<file path="config.mk">
export PLATFORM = sky130hd
export DESIGN_NAME = sdl_debug_link
export DESIGN_NICKNAME = d
export VERILOG_FILES = /design/src/hdl/sdl_pkg.sv /design/src/hdl/sdl_debug_link.sv
export SDC_FILE = /design/constraint.sdc
export NUM_CORES = 1
export LEC_CHECK = 0
export BUFFER_PORTS_ARGS = -buffer_cell sky130_fd_sc_hd__buf_2
export CORE_ASPECT_RATIO = 1.4
export CORE_MARGIN = 5
export CORE_UTILIZATION = 45
export DETAILED_ROUTE_END_ITERATION = 8
export GPL_ROUTABILITY_DRIVEN = 1
export HOLD_SLACK_MARGIN = 0.12
export PLACE_DENSITY = 0.74
export SETUP_SLACK_MARGIN = 0.05
export SLEW_MARGIN = 20
export SYNTH_ARGS = -nofsm -noshare
export SYNTH_HDL_FRONTEND = slang
export SYNTH_SLANG_ARGS = --single-unit
</file>
<file path="constraint.sdc">
create_clock -name clk_sys_i -period 2.7 [get_ports clk_sys_i]
set_input_delay 0.54 -clock clk_sys_i [delete_from_list [all_inputs] [get_ports clk_sys_i]]
set_output_delay 0.54 -clock clk_sys_i [all_outputs]
set_load 0.01 [all_outputs]
</file>
<file path="src/hdl/sdl_pkg.sv">
// Constants for the single-wire debug link target controller
// Assumes one system clock and an alternate debug tick enable
//
// What this block does
// - MSB first, sixteen debug cycles per bit
// - Time out after 512 idle debug cycles
// - Timeout abandons command, no side effects
// - Bit start perceived within one debug cycle
// - Sample received bit ten cycles after start
// - Pin undriven during host-to-target bits
// - Sent one: high pulse at cycle seven
// - Sent zero: low thirteen cycles, then high
// - Clock select bit picks debug clock
// - Pin level at reset picks startup mode
// - Pin high at reset starts user program
// - Speed-sync request gets timed response pulse
// - Register, trace, go need halted CPU
// - Memory and status commands work always
// - Halt request wakes CPU from stop/wait
// - Oscillator on when enabled; watchdog held halted
// - One breakpoint, reached only over link
// - Eight-bit command code, sixteen-cycle delay slot

package sdl_pkg;
  // ------------------------------------------------
  // Bit timing in debug cycles
  // ------------------------------------------------
  localparam int BIT_CYC       = 16;
  localparam int SAMPLE_CYC    = 10;
  localparam int ONE_PULSE_CYC = 7;
  localparam int ZERO_LOW_CYC  = 13;
  localparam int TIMEOUT_CYC   = 512;
  localparam int SYNC_LOW_CYC  = 128;
  localparam int SYNC_WAIT_CYC = 16;
  localparam int SYNC_RESP_CYC = 128;
  // ------------------------------------------------
  // Command codes
  // ------------------------------------------------
  localparam logic [7:0] CMD_BACKGROUND = 8'h90;
  localparam logic [7:0] CMD_RD_STATUS  = 8'hE4;
  localparam logic [7:0] CMD_WR_CONTROL = 8'hC4;
  localparam logic [7:0] CMD_RD_BYTE    = 8'hE0;
  localparam logic [7:0] CMD_WR_BYTE    = 8'hC0;
  localparam logic [7:0] CMD_RD_BKPT    = 8'hE2;
  localparam logic [7:0] CMD_WR_BKPT    = 8'hC2;
  localparam logic [7:0] CMD_GO         = 8'h08;
  localparam logic [7:0] CMD_STEP       = 8'h10;
  localparam logic [7:0] CMD_RD_ACC     = 8'h68;
  localparam logic [7:0] CMD_WR_ACC     = 8'h48;
  // ------------------------------------------------
  // Status and control byte
  // ------------------------------------------------
  localparam int         CTL_ENABLE_BIT = 7;
  localparam int         CTL_HALTED_BIT = 6;
  localparam int         CTL_BKEN_BIT   = 5;
  localparam int         CTL_CLKSEL_BIT = 2;
  localparam logic [7:0] CTL_RESET      = 8'h00;
  localparam logic [7:0] CTL_WR_MASK    = 8'hA4;

  typedef enum logic [2:0] {ST_CMD, ST_ADDR, ST_WDATA, ST_MRD, ST_TX} sdl_state_e;
endpackage

</file>
<file path="src/hdl/sdl_debug_link.sv">
// Target side of the single-wire debug link
// Assumes memory read data valid in the same cycle as mem_rd_o
`timescale 1ns/100ps
module sdl_debug_link
(
  // Clock and reset
  input  wire logic        clk_sys_i,
  input  wire logic        srst_i,
  input  wire logic        alt_tick_i,
  // Debug pin
  input  wire logic        debug_pin_i,
  output logic             debug_pin_o,
  output logic             debug_pin_oe_o,
  // Memory access
  output logic [15:0]      mem_addr_o,
  output logic [7:0]       mem_wdata_o,
  output logic             mem_wr_o,
  output logic             mem_rd_o,
  input  wire logic [7:0]  mem_rdata_i,
  // CPU register access
  input  wire logic [7:0]  cpu_acc_i,
  output logic [7:0]       cpu_acc_o,
  output logic             cpu_acc_wr_o,
  input  wire logic        cpu_fetch_i,
  input  wire logic [15:0] cpu_fetch_addr_i,
  // CPU control
  output logic             halted_o,
  output logic             go_o,
  output logic             step_o,
  output logic             wake_o,
  output logic             osc_keep_o,
  output logic             wdog_hold_o
);
  // ------------------------------------------------
  // Declarations
  // ------------------------------------------------
  logic                 pin_s1_q;
  logic                 pin_s2_q;
  logic                 pin_s3_q;
  logic                 fall;
  logic                 fall_pend_q;
  logic                 tick;
  logic                 start;
  logic                 tx_mode;
  logic                 bit_act_q;
  logic                 tx_act_q;
  logic                 tx_bit_q;
  logic [4:0]           cnt_q;
  logic [4:0]           cnt_nx;
  logic                 rx_bit;
  logic                 tx_done;
  logic [9:0]           idle_q;
  logic                 timeout;
  logic [7:0]           low_q;
  logic                 sync_seen_q;
  logic                 resp_act_q;
  logic [8:0]           resp_q;
  logic                 sync_go;
  logic                 abort;
  logic                 rst_d_q;
  logic                 release_p;
  sdl_pkg::sdl_state_e  fsm_q;
  logic [7:0]           cmd_q;
  logic [4:0]           need_q;
  logic [4:0]           rx_n_q;
  logic [15:0]          rx_sr_q;
  logic [15:0]          rx_nv;
  logic [15:0]          tx_sr_q;
  logic [4:0]           tx_n_q;
  logic [7:0]           ctl_q;
  logic [15:0]          bkpt_q;
  logic                 halted_q;
  logic                 bk_hit;
  logic [7:0]           status;

  // ------------------------------------------------
  // Pin synchroniser and edge detect
  // ------------------------------------------------
  always_ff @(posedge clk_sys_i)
  begin
    pin_s1_q <= debug_pin_i;
    pin_s2_q <= pin_s1_q;
    pin_s3_q <= pin_s2_q;
  end

  assign fall = pin_s3_q & ~pin_s2_q;
  assign tick = ctl_q[sdl_pkg::CTL_CLKSEL_BIT] ? alt_tick_i : 1'b1;
  assign start = tick & fall_pend_q & ~resp_act_q;
  assign tx_mode = (fsm_q == sdl_pkg::ST_TX);
  assign cnt_nx = cnt_q + 5'd1;

  always_ff @(posedge clk_sys_i)
  begin
    if (srst_i)
      fall_pend_q <= 1'b0;
    else
      fall_pend_q <= fall | (fall_pend_q & ~tick);
  end

  // ------------------------------------------------
  // Bit engine and pin drive
  // ------------------------------------------------
  assign rx_bit = tick & bit_act_q & ~tx_act_q
                  & (cnt_q == 5'(sdl_pkg::SAMPLE_CYC));
  assign tx_done = tick & bit_act_q & tx_act_q
                   & (cnt_q == 5'(sdl_pkg::BIT_CYC - 1));

  always_ff @(posedge clk_sys_i)
  begin
    if (srst_i)
    begin
      bit_act_q      <= 1'b0;
      tx_act_q       <= 1'b0;
      tx_bit_q       <= 1'b0;
      cnt_q          <= 5'h00;
      debug_pin_oe_o <= 1'b0;
      debug_pin_o    <= 1'b0;
    end
    else if (resp_act_q)
    begin
      bit_act_q      <= 1'b0;
      debug_pin_oe_o <= (resp_q >= 9'(sdl_pkg::SYNC_WAIT_CYC));
      debug_pin_o    <= (resp_q == 9'(sdl_pkg::SYNC_WAIT_CYC + sdl_pkg::SYNC_RESP_CYC));
    end
    else if (start)
    begin
      bit_act_q      <= 1'b1;
      tx_act_q       <= tx_mode;
      tx_bit_q       <= tx_sr_q[15];
      cnt_q          <= 5'h00;
      debug_pin_oe_o <= tx_mode & ~tx_sr_q[15];
      debug_pin_o    <= 1'b0;
    end
    else if (tick && bit_act_q)
    begin
      cnt_q <= cnt_nx;
      if (cnt_q == 5'(sdl_pkg::BIT_CYC - 1))
        bit_act_q <= 1'b0;
      if (!tx_act_q)
      begin
        debug_pin_oe_o <= 1'b0;
        debug_pin_o    <= 1'b0;
      end
      else if (tx_bit_q)
      begin
        debug_pin_oe_o <= (cnt_nx == 5'(sdl_pkg::ONE_PULSE_CYC));
        debug_pin_o    <= (cnt_nx == 5'(sdl_pkg::ONE_PULSE_CYC));
      end
      else
      begin
        debug_pin_oe_o <= (cnt_nx <= 5'(sdl_pkg::ZERO_LOW_CYC));
        debug_pin_o    <= (cnt_nx == 5'(sdl_pkg::ZERO_LOW_CYC));
      end
    end
    else if (tick)
    begin
      debug_pin_oe_o <= 1'b0;
      debug_pin_o    <= 1'b0;
    end
  end

  // ------------------------------------------------
  // Idle timeout
  // ------------------------------------------------
  assign timeout = tick & ~start & (idle_q == 10'(sdl_pkg::TIMEOUT_CYC - 1));

  always_ff @(posedge clk_sys_i)
  begin
    if (srst_i)
      idle_q <= 10'h000;
    else if (start)
      idle_q <= 10'h000;
    else if (tick && idle_q != 10'(sdl_pkg::TIMEOUT_CYC))
      idle_q <= idle_q + 10'h001;
  end

  // ------------------------------------------------
  // Speed-sync detect and response
  // ------------------------------------------------
  assign sync_go = tick & sync_seen_q & pin_s2_q;

  always_ff @(posedge clk_sys_i)
  begin
    if (srst_i)
    begin
      low_q       <= 8'h00;
      sync_seen_q <= 1'b0;
      resp_act_q  <= 1'b0;
      resp_q      <= 9'h000;
    end
    else if (resp_act_q)
    begin
      if (tick)
        resp_q <= resp_q + 9'h001;
      if (tick && resp_q == 9'(sdl_pkg::SYNC_WAIT_CYC + sdl_pkg::SYNC_RESP_CYC))
        resp_act_q <= 1'b0;
    end
    else if (sync_go)
    begin
      sync_seen_q <= 1'b0;
      resp_act_q  <= 1'b1;
      resp_q      <= 9'h000;
      low_q       <= 8'h00;
    end
    else if (tick)
    begin
      if (pin_s2_q || debug_pin_oe_o)
        low_q <= 8'h00;
      else if (low_q != 8'(sdl_pkg::SYNC_LOW_CYC - 1))
        low_q <= low_q + 8'h01;
      else
        sync_seen_q <= 1'b1;
    end
  end

  // ------------------------------------------------
  // Command sequencer
  // ------------------------------------------------
  assign abort = timeout | sync_go;
  assign rx_nv = {rx_sr_q[14:0], pin_s2_q};
  assign release_p = rst_d_q & ~srst_i;
  assign bk_hit = ctl_q[sdl_pkg::CTL_BKEN_BIT] & cpu_fetch_i
                  & (cpu_fetch_addr_i == bkpt_q) & ~halted_q;
  assign status = (ctl_q & sdl_pkg::CTL_WR_MASK)
                  | ({7'h00, halted_q} << sdl_pkg::CTL_HALTED_BIT);

  always_ff @(posedge clk_sys_i)
  begin
    rst_d_q <= srst_i;
  end

  always_ff @(posedge clk_sys_i)
  begin
    if (srst_i)
    begin
      fsm_q        <= sdl_pkg::ST_CMD;
      cmd_q        <= 8'h00;
      need_q       <= 5'd8;
      rx_n_q       <= 5'h00;
      rx_sr_q      <= 16'h0000;
      tx_sr_q      <= 16'h0000;
      tx_n_q       <= 5'h00;
      ctl_q        <= sdl_pkg::CTL_RESET;
      bkpt_q       <= 16'h0000;
      halted_q     <= 1'b0;
      mem_addr_o   <= 16'h0000;
      mem_wdata_o  <= 8'h00;
      mem_wr_o     <= 1'b0;
      mem_rd_o     <= 1'b0;
      cpu_acc_o    <= 8'h00;
      cpu_acc_wr_o <= 1'b0;
      go_o         <= 1'b0;
      step_o       <= 1'b0;
      wake_o       <= 1'b0;
    end
    else
    begin
      mem_wr_o     <= 1'b0;
      mem_rd_o     <= 1'b0;
      cpu_acc_wr_o <= 1'b0;
      go_o         <= 1'b0;
      step_o       <= 1'b0;
      wake_o       <= 1'b0;
      if (release_p && !pin_s2_q)
      begin
        halted_q                        <= 1'b1;
        ctl_q[sdl_pkg::CTL_ENABLE_BIT]  <= 1'b1;
      end
      else if (bk_hit)
        halted_q <= 1'b1;
      if (abort)
      begin
        fsm_q  <= sdl_pkg::ST_CMD;
        need_q <= 5'd8;
        rx_n_q <= 5'h00;
        tx_n_q <= 5'h00;
      end
      else if (fsm_q == sdl_pkg::ST_MRD)
      begin
        tx_sr_q <= {mem_rdata_i, 8'h00};
        tx_n_q  <= 5'd8;
        fsm_q   <= sdl_pkg::ST_TX;
      end
      else if (tx_done)
      begin
        tx_sr_q <= {tx_sr_q[14:0], 1'b0};
        tx_n_q  <= tx_n_q - 5'd1;
        if (tx_n_q == 5'd1)
          fsm_q <= sdl_pkg::ST_CMD;
      end
      else if (rx_bit && rx_n_q != need_q - 5'd1)
      begin
        rx_sr_q <= rx_nv;
        rx_n_q  <= rx_n_q + 5'd1;
      end
      else if (rx_bit)
      begin
        rx_sr_q <= rx_nv;
        rx_n_q  <= 5'h00;
        case (fsm_q)
          sdl_pkg::ST_CMD:
          begin
            cmd_q <= rx_nv[7:0];
            case (rx_nv[7:0])
              sdl_pkg::CMD_BACKGROUND:
                if (ctl_q[sdl_pkg::CTL_ENABLE_BIT])
                begin
                  halted_q <= 1'b1;
                  wake_o   <= 1'b1;
                end
              sdl_pkg::CMD_RD_STATUS:
              begin
                tx_sr_q <= {status, 8'h00};
                tx_n_q  <= 5'd8;
                fsm_q   <= sdl_pkg::ST_TX;
              end
              sdl_pkg::CMD_WR_CONTROL:
                fsm_q <= sdl_pkg::ST_WDATA;
              sdl_pkg::CMD_RD_BYTE, sdl_pkg::CMD_WR_BYTE:
              begin
                need_q <= 5'd16;
                fsm_q  <= sdl_pkg::ST_ADDR;
              end
              sdl_pkg::CMD_RD_BKPT:
              begin
                tx_sr_q <= bkpt_q;
                tx_n_q  <= 5'd16;
                fsm_q   <= sdl_pkg::ST_TX;
              end
              sdl_pkg::CMD_WR_BKPT:
              begin
                need_q <= 5'd16;
                fsm_q  <= sdl_pkg::ST_WDATA;
              end
              sdl_pkg::CMD_GO:
                if (halted_q)
                begin
                  halted_q <= 1'b0;
                  go_o     <= 1'b1;
                end
              sdl_pkg::CMD_STEP:
                step_o <= halted_q;
              sdl_pkg::CMD_RD_ACC:
                if (halted_q)
                begin
                  tx_sr_q <= {cpu_acc_i, 8'h00};
                  tx_n_q  <= 5'd8;
                  fsm_q   <= sdl_pkg::ST_TX;
                end
              sdl_pkg::CMD_WR_ACC:
                if (halted_q)
                  fsm_q <= sdl_pkg::ST_WDATA;
              default:
                fsm_q <= sdl_pkg::ST_CMD;
            endcase
          end
          sdl_pkg::ST_ADDR:
          begin
            mem_addr_o <= rx_nv;
            need_q     <= 5'd8;
            if (cmd_q == sdl_pkg::CMD_RD_BYTE)
            begin
              mem_rd_o <= 1'b1;
              fsm_q    <= sdl_pkg::ST_MRD;
            end
            else
              fsm_q <= sdl_pkg::ST_WDATA;
          end
          sdl_pkg::ST_WDATA:
          begin
            need_q <= 5'd8;
            fsm_q  <= sdl_pkg::ST_CMD;
            case (cmd_q)
              sdl_pkg::CMD_WR_CONTROL:
                ctl_q <= rx_nv[7:0] & sdl_pkg::CTL_WR_MASK;
              sdl_pkg::CMD_WR_BKPT:
                bkpt_q <= rx_nv;
              sdl_pkg::CMD_WR_ACC:
              begin
                cpu_acc_o    <= rx_nv[7:0];
                cpu_acc_wr_o <= 1'b1;
              end
              sdl_pkg::CMD_WR_BYTE:
              begin
                mem_wdata_o <= rx_nv[7:0];
                mem_wr_o    <= 1'b1;
              end
              default:
                fsm_q <= sdl_pkg::ST_CMD;
            endcase
          end
          default:
            fsm_q <= sdl_pkg::ST_CMD;
        endcase
      end
    end
  end

  // ------------------------------------------------
  // CPU side levels
  // ------------------------------------------------
  assign halted_o    = halted_q;
  assign osc_keep_o  = ctl_q[sdl_pkg::CTL_ENABLE_BIT];
  assign wdog_hold_o = halted_q;

  // ------------------------------------------------
  // Checks
  // ------------------------------------------------
  a_start_delay: assert property (@(posedge clk_sys_i) disable iff (srst_i)
    (fall && !ctl_q[2] && !resp_act_q && !fall_pend_q) |=> ##1 (bit_act_q && cnt_q == 5'd0))
    else $error("bit start not perceived in time");
  a_sample_ten: assert property (@(posedge clk_sys_i) disable iff (srst_i)
    (start && !tx_mode && !ctl_q[2] && !fall) |-> ##11 rx_bit)
    else $error("received bit not sampled at cycle ten");
  a_one_pulse: assert property (@(posedge clk_sys_i) disable iff (srst_i)
    (start && tx_mode && tx_sr_q[15] && !ctl_q[2])
    |=> (!debug_pin_oe_o)[*7] ##1 (debug_pin_oe_o && debug_pin_o) ##1 !debug_pin_oe_o)
    else $error("speedup pulse for one misplaced");
  a_zero_low: assert property (@(posedge clk_sys_i) disable iff (srst_i)
    (start && tx_mode && !tx_sr_q[15] && !ctl_q[2])
    |=> (debug_pin_oe_o && !debug_pin_o)[*8] ##1 (debug_pin_oe_o && !debug_pin_o)[*5]
    ##1 (debug_pin_oe_o && debug_pin_o) ##1 !debug_pin_oe_o)
    else $error("zero bit low time wrong");
  a_rx_release: assert property (@(posedge clk_sys_i) disable iff (srst_i)
    (bit_act_q && !tx_act_q && !resp_act_q) |-> !debug_pin_oe_o)
    else $error("pin driven during host bit");
  a_timeout_abort: assert property (@(posedge clk_sys_i) disable iff (srst_i)
    timeout |=> (fsm_q == sdl_pkg::ST_CMD && rx_n_q == 5'd0 && !mem_wr_o && !cpu_acc_wr_o))
    else $error("timeout did not abandon command");
  a_timeout_count: assert property (@(posedge clk_sys_i) disable iff (srst_i)
    start |=> !timeout[*8])
    else $error("timeout too soon after bit start");
  a_strap_halt: assert property (@(posedge clk_sys_i) disable iff (srst_i)
    (rst_d_q && !pin_s2_q) |=> halted_o && osc_keep_o)
    else $error("low pin at reset did not halt");
  a_strap_run: assert property (@(posedge clk_sys_i) disable iff (srst_i)
    (rst_d_q && pin_s2_q) |=> !halted_o)
    else $error("high pin at reset halted cpu");
  a_go_halted: assert property (@(posedge clk_sys_i) disable iff (srst_i)
    (go_o || step_o || cpu_acc_wr_o) |-> $past(halted_q))
    else $error("active command accepted while running");
  a_bkpt_halt: assert property (@(posedge clk_sys_i) disable iff (srst_i)
    bk_hit |=> halted_o && wdog_hold_o)
    else $error("breakpoint hit did not halt");
endmodule

</file>
---- Yosys cells after proc, flatten, opt, wreduce, memory -nomap -nowiden ----
Cells that the tools add are included.
word-level totals
  register bits ........................... 159
  input bits .............................. 37
  output and inout bits ................... 43
  word-level logic and storage cells ...... 276
operators by class
  $add $sub $neg .......................... 7
  magnitude comparators ................... 2
  equality and inequality tests ........... 47
  multiplexer cells ....................... 85
  bitwise gates (word level) .............. 40
  reductions and logical operators ........ 57
operators by type and width
  kind                     number
  $mux W16                 6
  $eq A8 B8 Y1 const B     11
  $mux W8                  11
  $mux W5                  10
  $pmux W16 S3             1
  $mux W1                  39
  $reduce_and A6 Y1        6
  $mux W15                 2
  $reduce_and A7 Y1        4
  $mux W9                  3
  $eq A8 B7 Y1 const B     3
  $reduce_or A8 Y1         3
  $mux W3                  7
  $not A1 Y1               19
  $and A1 B1 Y1            18
  $pmux W3 S6              1
  $eq A16 B16 Y1           1
  $ne A4 B4 Y1 const B     4
  $reduce_bool A2 Y1       8
  $eq A5 B4 Y1 const B     3
  $pmux W5 S3              1
  $reduce_or A2 Y1         7
  $reduce_or A7 Y1         2
  $add A10 B1 Y10 const B  1
  41 further kinds         67

---- Depth between registers and ports, before layout ----
Gate-level depths: netlist of the first run.
  depth in word-level cells ............... 13
  depth in mapped cells ................... 9
  mapped depth without buffers ............ 8

---- Worst setup path before layout of the first run ----
Ideal clock, no wire load.
  kind .................................... register to register
  start ................................... reg cnt_q[0]
  end ..................................... reg tx_n_q[3]
  library setup time ...................... 119 ps
  arrival ................................. 2209 ps
  data required time ...................... 2581 ps
  path slack .............................. 372 ps
  stages on the path, launching flop included .. 9
  path buffers ............................ 1
  clock period less this slack ............ 2328 ps
  cell sequence ........................... dfxtp_1 ha_1 and3_1 ha_1 inv_1 o31ai_2 clkbuf_1 nor2_1 o221a_1
between the ends
  word-level cells in the longest chain between the ends .. 5
  elaborated cells on any way between the ends .. 13
  those cells by class .................... eq/ne (4); mux (2); bitwise (2); reduce/logical (5)
RTL lines
  item                         RTL line               source
  start, declared              sdl_debug_link.sv:48   logic [4:0] cnt_q;
  start signal, assigned       sdl_debug_link.sv:136  cnt_q <= cnt_nx;
  $eq A5 B4 Y1                 sdl_debug_link.sv:104  & (cnt_q == 5'(sdl_pkg::SAMPLE_CYC));
  $and A1 B1 Y1                sdl_debug_link.sv:104
  $logic_and A1 B1 Y1          sdl_debug_link.sv:291  else if (rx_bit && rx_n_q != need_q - 5'd1)
  $ne A3 B3 Y1 (no line)       n/a
  $reduce_and A5 Y1 (no line)  n/a
  end signal, assigned         sdl_debug_link.sv:287  tx_n_q <= tx_n_q - 5'd1;
  end, declared                sdl_debug_link.sv:69   logic [4:0] tx_n_q;
Several ways; a longest one is shown, not always the timed one.
A chain may end at the register's enable or synchronous reset.

---- Final worst setup path of the first run ----
  start ................................... reg cnt_q[0]
  end ..................................... reg mem_wdata_o[7]
between the ends
  word-level cells in the longest chain between the ends .. 5
  elaborated cells on any way between the ends .. 8
  those cells by class .................... eq/ne (2); bitwise (4); reduce/logical (2)
RTL lines
  item                           RTL line               source
  $eq A5 B4 Y1                   sdl_debug_link.sv:104
  $and A1 B1 Y1                  sdl_debug_link.sv:104
  $logic_and A1 B1 Y1            sdl_debug_link.sv:291
  $not A1 Y1 (no line)           n/a
  $reduce_and A7 Y1 (no line) *  n/a
  end signal, assigned           sdl_debug_link.sv:385  mem_wdata_o <= rx_nv[7:0];
  end, declared                  sdl_debug_link.sv:16   output logic [7:0] mem_wdata_o,
Every way passes the cells marked *; elsewhere a longest branch is shown, timed or not.

==> results of run 1 <==
[per-layer routing]
layer	routed length (um)	GRT usage (%)	part of all wire, %	up-vias
met5	0	0	0	-
met4	782	10.0	3.6	0
met3	1140	3.03	5.3	54
met2	11000	38.0	51	238
met1	8710	25.3	40	3429
li1	-	-	-	3443
[stage by stage]
step	total power, uW	cell area (sq um)	cells
floorplan	2460	7780	899
global placement	2530	8550	1188
finish	5000	9170	1220
global route	5140	9170	1220
CTS	5020	9170	1220
detailed placement	2530	8550	1188
[cell families after synthesis]
kind of cell               Yosys count  synth area share [%]
DFF                                156                  40.1
and+or+nand+nor                    352                  24.7
muxes                               53                  6.93
xor gates and xnor gates            40                  4.50
adders and majority gates           12                  1.93
AOI/OAI and AO/OA                  205                  17.1
buffers and inverters               81                  4.65
[registers in the layout, summed over array words and instances (netlist names), 2 cells and up]
register / cells
cnt_q: 5
rx_sr_q: 15
low_q: 8
resp_q: 9
rx_n_q: 5
tx_n_q: 5
bkpt_q: 16
cmd_q: 8
mem_wdata_o: 8
ctl_q: 3
need_q: 2
tx_sr_q: 16
idle_q: 10
fsm_q: 3
cpu_acc_o: 8
mem_addr_o: 16
[synth_stat cells (all sizes together), types with 4 or more instances]
cell	number
a22oi	7
xnor2	17
nand4	41
a32oi	8
nand2	102
xor2	23
nand2b	6
a31o	5
nand4b	5
dfxtp	156
mux2	4
nand3b	7
a211oi	9
a21oi	74
buf	27
o31ai	22
nor3	15
o211ai	10
nor4b	8
mux2i	49
a31oi	4
ha	12
nor4	16
nor2b	5
clkbuf	38
and4	6
nand3	43
inv	16
nor3b	6
o21ai	42
or4b	4
nor2	60
and3	4
o211a	8
or3	9
[how the worst min path moves through the flow]
stage	startpoint	depth (start not counted)	end	slack [ns]
2_1_floorplan	pin_s1_q$_DFF_P_	0	pin_s2_q$_DFF_P_	0.31
3_3_place_gp	pin_s1_q$_DFF_P_	0	pin_s2_q$_DFF_P_	0.31
3_5_place_dp	pin_s1_q$_DFF_P_	0	pin_s2_q$_DFF_P_	0.31
4_1_cts	debug_pin_i	1	pin_s1_q$_DFF_P_	0.22
5_1_grt	debug_pin_i	1	pin_s1_q$_DFF_P_	0.22
6_report	debug_pin_i	1	pin_s1_q$_DFF_P_	0.23
[power groups by stage]
stage / combinational, uW / clock [uW] / sequential (uW)
final: 152 / 2520 / 2330
after global routing: 166 / 2650 / 2330
after CTS: 151 / 2540 / 2330
after detailed placement: 150 / 0 / 2380
after global placement: 150 / 0 / 2380
after floorplan: 86.9 / 0 / 2380
[cell usage in the layout (no fill, tap or decap), types with 4 or more instances in the layout]
master and count:
nand3b_1 7, a32oi_1 8, nor3b_1 6, and4_1 6, nor2_1 58, nor4_2 4, o21ai_0 32, and3_1 4
a211oi_1 9, o211a_1 8, buf_4 33, dfxtp_1 156, inv_1 15, a21oi_1 73, xnor2_1 17, xor2_1 23
mux2i_1 49, a22oi_1 7, o31ai_1 21, nand4b_1 5, nor3_1 15, ha_1 12, nor4_1 12, a31oi_1 4
nand2_1 102, nand3_1 43, nand2b_1 6, o211ai_1 10, buf_2 79, nand4_1 38, a31o_2 4, nor2b_1 5
or3_1 7, buf_12 6, nor4b_1 6, clkbuf_16 17, o21ai_1 6
[area by class of cell]
cell class | instances | area [sq um] | share of cell area (%)
Multi-Input combinational cell | 662 | 4310 | 47.0
Tap cell | 236 | 295 | 3.22
Clock inverter | 12 | 160 | 1.75
Inverter | 16 | 60.1 | 0.655
Sequential cell | 156 | 3120 | 34.1
Clock buffer | 20 | 457 | 4.98
Timing Repair Buffer | 118 | 763 | 8.32
[critical path: stages, from the launching register on]
cell and delay [ns]:
dfxtp_1 0.35, ha_1 0.25, and3_1 0.20, ha_1 0.17
inv_1 0.09, o31ai_2 0.13, buf_12 0.18, nor4_1 0.31
and4_1 0.26, buf_4 0.20, mux2i_1 0.21
[repair_timing]
action	CTS	global route
resized for setup	0	0
endpoints found under the setup margin	0	1
endpoints found under the hold margin	0	0
==> run_results.csv, run 1 <==
group,metric,value,unit
run_status,outcome,"complete, no violations",
placed_design,place_congestion,0.914,
route,ant_nets,0,
route,post_drt_wl_per_cell,17.7,um
pwr,pwr-share-comb,3.0,%
timing,setup_tns,0,ns
worst_setup_path,crit_arrival,2.80,ns
pwr,switching_share,22.3,%
synthesis,yosys-top-cells-area,"dfxtp_1, mux2i_1, nand2_1, a21oi_1, nand4_1",
timing,fin_skew,0.0119,ns
layout,nNetsFinal,1020,
layout,fin_util,53.3,%
pwr,ir_drop,0.394,mV
worst_setup_path,timing.rr.end,"mem_wdata_o[7]$_SDFFE_PP0P_",
worst_setup_path,cp-startpoint,"cnt_q[0]$_SDFFE_PP0P_",
synthesis,syn_avg_cell_area,8.65,sq um
timing,worstMarginPinSlew,0.773,ns
timing,hold_ws,0.227,ns
pwr,power.internal,3890,uW
timing,hold_viol_final,0,
global_route,grt_pass1_vias,6705,
pwr,power.share.sequential,46.6,%
timing,min_period,2.44,ns
worst_setup_path,reg2reg_depth,10,
synthesis,seq_area_frac_synth,40.1,%
route,remaining_drc_errors,0,
global_route,grt-ovfl-total,0,
timing,slew_viol_final,0,
synthesis,async_flop_share,0,%
route,drt_first_iter_violations,663,
worst_setup_path,critical_path_class,"register to register",
clock_tree,clk_path_buf_depth,2,
timing,relSlewSlack,48.4,%
clock_tree,cts-htree-levels,4,
synthesis,synth_top_area_share,40.1,%
placed_design,pre_cts_slack,0.227,ns
placed_design,io_buffers,79,
timing,fin_ws,0.255,ns
clock_tree,root_buffer,"clkbuf_16",
synthesis,synth_top_cell_by_area,"dfxtp_1",
synthesis,ys.flop_type,"dfxtp_1",
timing,timing.final.crit_share,90.5,%
timing,rsz0062_at_grt,"false",
placed_design,dp_hpwl,15200,um
layout,fill_cells,1559,
worst_setup_path,worstSetupEndpoint,"mem_wdata_o[7]$_SDFFE_PP0P_",
worst_setup_path,start_kind,"register",
global_route,antenna_found_initial,0,
clock_tree,clkSinkCount,156,
clock_tree,cts.hold.buffers_added,0,
global_route,grt_util_all_layers,21.4,%
synthesis,syn_inst,899,
floorplan,initial_core_util,45.3,%
route,firstDrtPassIters,5,
clock_tree,clk_pin_slew_worst_paths,0.07,ns
hold_path,hp-class,"input port to register",
layout,area_growth,17.9,%
route,vias_per_cell,5.87,
floorplan,die_area,0.0201,sq mm
synthesis,synth_cell_type_count,73,
synthesis,yosysWarnings,0,
pwr,p_per_area,545,mW/mm^2
global_route,grt_max_degree,55,
clock_tree,clk_latency,0.43,ns
pwr,p_leak,0.00358,uW
layout,antenna_cells,0,
floorplan,die_x,121,um
synthesis,netlist_area,0.00778,sq mm
clock_tree,postCtsSetupBuffers,0,
worst_setup_path,r2r-start,"cnt_q[0]$_SDFFE_PP0P_",
floorplan,io_pins,80,
floorplan,std_cell_rows,57,
worst_setup_path,ff2ff_setup_slack,0.26,ns
clock_tree,numCtsBuffers,17,
route,routed_wl,21600,um
worst_setup_path,cp_max_fo,18,
clock_tree,cts_tree,"built",
route,vias,7164,
worst_setup_path,cp.required,3.05,ns
synthesis,syn_nets,948,
layout,drive_gt1_share,18.9,%
synthesis,ys_ff_latch,156,
synthesis,synth_edf_count,0,
floorplan,die_y,166,um
timing,fmax,409,MHz
timing,setup_viol,0,
global_route,grt_pass1_wl,34300,um
worst_setup_path,end_kind,"register",
pwr,clkPwrFrac,50.4,%
floorplan,core_area,0.0172,sq mm
job,maxCapViolCount,0,
pwr,p_sw,1110,uW
(Power assumes the default switching activity.)
==> run 2: changes to the inputs <==
==> constraint.sdc (replaced) <==
create_clock -name clk_sys_i -period 2.55 [get_ports clk_sys_i]
set_input_delay 0.51 -clock clk_sys_i [delete_from_list [all_inputs] [get_ports clk_sys_i]]
set_output_delay 0.51 -clock clk_sys_i [all_outputs]
set_load 0.01 [all_outputs]
==> run 2 against run 1 <==
Via count barely moved. Sequential power increased by 6%. Worst hold slack worse by 0.044 ns. Global-route usage up 0.66 points. Die area unchanged. Non-clock buffer count is 12 higher. Clock power up 4%. Critical path depth shrank 4.
==> run_results.csv, run 2 (synthesis results as in run 1) <==
group,metric,value,unit
global_route,grt_pass1_wl,35300,um
timing,min_period,2.29,ns
floorplan,die_y,166,um
worst_setup_path,crit_arrival,2.66,ns
route,drt_first_iter_violations,687,
layout,fin_cells,1232,
pwr,power,5260,uW
clock_tree,cts_resized,0,
run_status,outcome,"complete, no violations",
clock_tree,cts.hold.buffers_added,0,
worst_setup_path,start_kind,"register",
timing,setup_viol,0,
global_route,grt-ovfl-total,0,
clock_tree,postCtsSetupBuffers,0,
timing,rsz0062_at_grt,"false",
route,post_drt_wl_per_cell,17.8,um
hold_path,hp-class,"input port to register",
layout,drive_gt1_share,20.0,%
floorplan,die_area,0.0201,sq mm
route,vias_per_cell,5.81,
worst_setup_path,end_kind,"register",
layout,area_growth,18.4,%
timing,timing.final.crit_share,90.0,%
timing,relSlewSlack,53.3,%
clock_tree,clk_latency,0.43,ns
job,maxCapViolCount,0,
worst_setup_path,crit_chain,"buf_4 -> nor4b_2 -> a211oi_1 -> and4_1 -> o21ai_4 -> mux2i_1",
route,routed_wl,22000,um
timing,worstMarginPinSlew,0.693,ns
floorplan,initial_core_util,45.3,%
placed_design,pre_cts_slack,0.245,ns
timing,slew_viol_final,0,
floorplan,std_cell_rows,57,
clock_tree,cts_tree,"built",
layout,reg.largest.list,"bkpt_q: 16 flops, mem_addr_o: 16 flops, tx_sr_q: 16 flops",
layout,layout_commonest_cell,"dfxtp_1",
clock_tree,clk_path_buf_depth,2,
floorplan,die_x,121,um
layout,fin_util,53.6,%
route,firstDrtPassIters,5,
timing,fin_ws,0.256,ns
worst_setup_path,cp_slowest_stage_delay,0.43,ns
timing,setup_tns,0,ns
route,ant_nets,0,
pwr,p_per_area,570,mW/mm^2
route,vias,7161,
placed_design,place_congestion,0.899,
floorplan,io_pins,80,
worst_setup_path,slowest_stage,"dfxtp_1",
placed_design,dp_hpwl,15600,um
clock_tree,numCtsBuffers,17,
clock_tree,clk_pin_slew_worst_paths,0.07,ns
layout,antenna_cells,0,
placed_design,io_buffers,79,
worst_setup_path,cp.required,2.91,ns
global_route,grt_util_all_layers,22.0,%
worst_setup_path,critical_path_class,"register to register",
timing,hold_viol_final,0,
pwr,p_leak,0.00363,uW
floorplan,core_area,0.0172,sq mm
layout,final_cell_mix,"dfxtp_1, nand2_1, buf_2",
layout,fill_cells,1536,
pwr,ir_drop,0.526,mV
timing,fin_skew,0.0117,ns
global_route,grt_max_degree,56,
placed_design,dp.cells,1200,
layout,seq_area,0.00312,sq mm
worst_setup_path,path_delay_family,"simple AND/OR/NAND/NOR gates",
layout,nNetsFinal,1032,
worst_setup_path,cp_max_fo,8,
global_route,antenna_found_initial,0,
timing,fmax,436,MHz
worst_setup_path,path_buf_inv,1,
global_route,grt_pass1_vias,6863,
clock_tree,root_buffer,"clkbuf_16",
clock_tree,clkSinkCount,156,
layout,multi_input_area,0.00431,sq mm
route,remaining_drc_errors,0,
clock_tree,cts-htree-levels,4,
run 2: final cells by class:
cell class | count | area share, %
Multi-Input combinational cell | 662 | 46.7
Sequential cell | 156 | 33.9
Timing Repair Buffer | 130 | 8.99
Clock buffer | 17 | 4.62
Tap cell | 236 | 3.21
Clock inverter | 15 | 1.90
Inverter | 16 | 0.652
run 2: worst paths after layout:
| kind | from | to | slack (ns) | depth (start not counted) |
|---|---|---|---|---|
| worst min-delay path | debug_pin_i | pin_s1_q$_DFF_P_ | 0.18 | 1 |
| worst max register to register | rx_sr_q[0]$_SDFFE_PP0P_ | tx_sr_q[11]$_SDFFE_PP0P_ | 0.26 | 6 |
| worst min register to register | pin_s1_q$_DFF_P_ | pin_s2_q$_DFF_P_ | 0.33 | 0 |
| worst max-delay path | rx_sr_q[0]$_SDFFE_PP0P_ | tx_sr_q[11]$_SDFFE_PP0P_ | 0.26 | 6 |
run 2: metrics by stage:
stage	cell area, sq um	hold WS (ns)
after floorplan	7780	0.310
after global placement	8610	0.314
after detailed placement	8610	0.320
after CTS	9210	0.170
after global routing	9210	0.166
final	9210	0.183
run 2: per-layer routing:
metal	routed length, um	up-vias	GRT usage [%]
met5	0	-	0
met4	976	0	11.5
met3	1040	58	3.95
met2	10800	215	37.3
met1	9170	3419	26.7
li1	-	3469	-
run 2: power breakdown:
| part | internal [uW] | switching [uW] | leakage [uW] | total, uW |
|---|---|---|---|---|
| clock | 1480 | 1140 | 0.000291 | 2620 |
| sequential | 2450 | 16.7 | 0.00126 | 2470 |
| combinational | 63.1 | 104 | 0.00208 | 167 |
==> run 3: changes to the inputs <==
--- a/config.mk
+++ b/config.mk
@@ -6,8 +6,6 @@
 export NUM_CORES = 1
 export LEC_CHECK = 0
 export BUFFER_PORTS_ARGS = -buffer_cell sky130_fd_sc_hd__buf_2
-export CORE_ASPECT_RATIO = 1.4
-export CORE_MARGIN = 5
 export CORE_UTILIZATION = 45
 export DETAILED_ROUTE_END_ITERATION = 8
 export GPL_ROUTABILITY_DRIVEN = 1
==> run 3 against run 2 <==
Critical path depth grew 3. Flip-flop and latch count is the same. Sequential power is essentially flat. Global-route usage increased by 1.7 points. Critical path type unchanged. Critical endpoint is now tx_sr_q[0]$_SDFFE_PP0P_. Largest power group unchanged. Highest routed layer unchanged.
==> run_results.csv, run 3 (synthesis results as in run 1) <==
group,metric,value,unit
worst_setup_path,crit_arrival,2.72,ns
timing,fin_skew,0.0125,ns
pwr,power.share.sequential,46.9,%
global_route,grt_pass1_vias,6711,
timing,hold_viol_final,0,
pwr,power.internal,4090,uW
worst_setup_path,slowest_stage,"a2111oi_0",
route,firstDrtPassIters,5,
global_route,antenna_found_initial,0,
global_route,grt-ovfl-total,0,
worst_setup_path,critical_path_class,"register to register",
placed_design,dp.cells,1185,
clock_tree,cts.hold.buffers_added,0,
clock_tree,numCtsBuffers,17,
global_route,grt_pass1_wl,33600,um
layout,fill_cells,1502,
pwr,p_leak,0.00362,uW
layout,antenna_cells,0,
floorplan,initial_core_util,46.4,%
worst_setup_path,r2r-start,"cnt_q[1]$_SDFFE_PP0P_",
placed_design,dp_hpwl,14500,um
pwr,clkPwrFrac,49.9,%
route,post_drt_wl_per_cell,17.1,um
worst_setup_path,path_common_cell,"ha_1",
hold_path,hp-class,"input port to register",
timing,hold_ws,0.186,ns
timing,setup_tns,0,ns
floorplan,std_cell_rows,47,
clock_tree,clk_latency,0.43,ns
global_route,grt_max_degree,65,
layout,nNetsFinal,1034,
job,maxCapViolCount,0,
layout,reg.largest.list,"bkpt_q: 16 flops, mem_addr_o: 16 flops, tx_sr_q: 16 flops",
route,routed_wl,20900,um
floorplan,core_area,0.0168,sq mm
pwr,p_per_area,569,mW/mm^2
worst_setup_path,crit_chain,"ha_1 -> and3_1 -> ha_1 -> inv_1 -> o31a_1 -> buf_4 -> nand2_1 -> a2111oi_0 -> a31o_1",
worst_setup_path,end_kind,"register",
run_status,outcome,"complete, no violations",
worst_setup_path,start_kind,"register",
worst_setup_path,cp.required,2.93,ns
layout,fin_cells,1218,
layout,final_cell_mix,"dfxtp_1, nand2_1, buf_2",
clock_tree,cts-htree-levels,4,
placed_design,io_buffers,79,
route,remaining_drc_errors,0,
route,drt_first_iter_violations,594,
timing,worstMarginPinSlew,0.724,ns
clock_tree,clkSinkCount,156,
clock_tree,clk_pin_slew_worst_paths,0.06,ns
route,vias_per_cell,5.90,
layout,drive_gt1_share,19.8,%
worst_setup_path,cp_max_fo,20,
timing,timing.final.crit_share,92.1,%
layout,area_growth,18.7,%
timing,relSlewSlack,51.7,%
route,vias,7186,
floorplan,io_pins,80,
pwr,pwr-share-comb,3.2,%
global_route,grt_util_all_layers,23.7,%
worst_setup_path,cp-startpoint,"cnt_q[1]$_SDFFE_PP0P_",
clock_tree,clk_path_buf_depth,2,
floorplan,die_y,133,um
pwr,ir_drop,0.478,mV
floorplan,die_area,0.0178,sq mm
route,ant_nets,0,
timing,setup_viol,0,
timing,rsz0062_at_grt,"false",
timing,min_period,2.35,ns
layout,layout_commonest_cell,"dfxtp_1",
worst_setup_path,path_delay_family,"compound AO/OA/AOI/OAI gates",
hold_path,min_from,"debug_pin_i",
clock_tree,cts_tree,"built",
floorplan,die_x,133,um
pwr,switching_share,22.0,%
timing,slew_viol_final,0,
worst_setup_path,cp_slowest_stage_delay,0.42,ns
timing,fmax,426,MHz
clock_tree,root_buffer,"clkbuf_16",
pwr,power,5250,uW
pwr,p_sw,1160,uW
worst_setup_path,path_buf_inv,2,
placed_design,place_congestion,0.837,
[run 3: power by group through the flow]
stage                     registers [uW]  logic, uW  clock network (uW)
after global placement              2520        160                   0
after CTS                           2460        164                2640
after detailed placement            2520        162                   0
final                               2460        166                2620
after floorplan                     2520       92.1                   0
after global routing                2460        182                2770
[run 3: timing repair]
action / in CTS / in global routing
gates resized for setup: 0 / 2
endpoints found under the hold margin: 0 / 0
setup buffers: 0 / 1
setup endpoints to repair: 0 / 24
[run 3: metrics by stage]
| step | setup WS, ns | area [sq um] | utilization (%) |
|---|---|---|---|
| final | 0.202 | 9230 | 55.1 |
| after global routing | 0.0730 | 9230 | 55.1 |
| after CTS | 0.120 | 9210 | 54.9 |
| after detailed placement | 0.124 | 8600 | 51.3 |
| after global placement | 0.176 | 8600 | 51.3 |
| after floorplan | 0.222 | 7780 | - |
[run 3: cell type report]
cell class	instances	area, sq um	share of cell area, %
Sequential cell	156	3120	33.8
Tap cell	220	275	2.98
Multi-Input combinational cell	662	4320	46.8
Timing Repair Buffer	132	843	9.14
Clock inverter	11	159	1.72
Clock buffer	21	450	4.88
Inverter	16	60.1	0.651
[run 3: worst paths after layout]
check                            end  slack, ns  cells past startpoint
max          tx_sr_q[0]$_SDFFE_PP0P_       0.20                      9
min                 pin_s1_q$_DFF_P_       0.19                      1
max reg2reg  tx_sr_q[0]$_SDFFE_PP0P_       0.20                      9
min reg2reg         pin_s2_q$_DFF_P_       0.33                      0
[run 3: routing by layer]
| layer | track usage, % | up-vias | wire, um |
|---|---|---|---|
| li1 | - | 3463 | - |
| met2 | 36.1 | 280 | 9360 |
| met3 | 5.56 | 42 | 1490 |
| met4 | 10.4 | 0 | 558 |
| met5 | 0 | - | 0 |
| met1 | 32.0 | 3401 | 9480 |
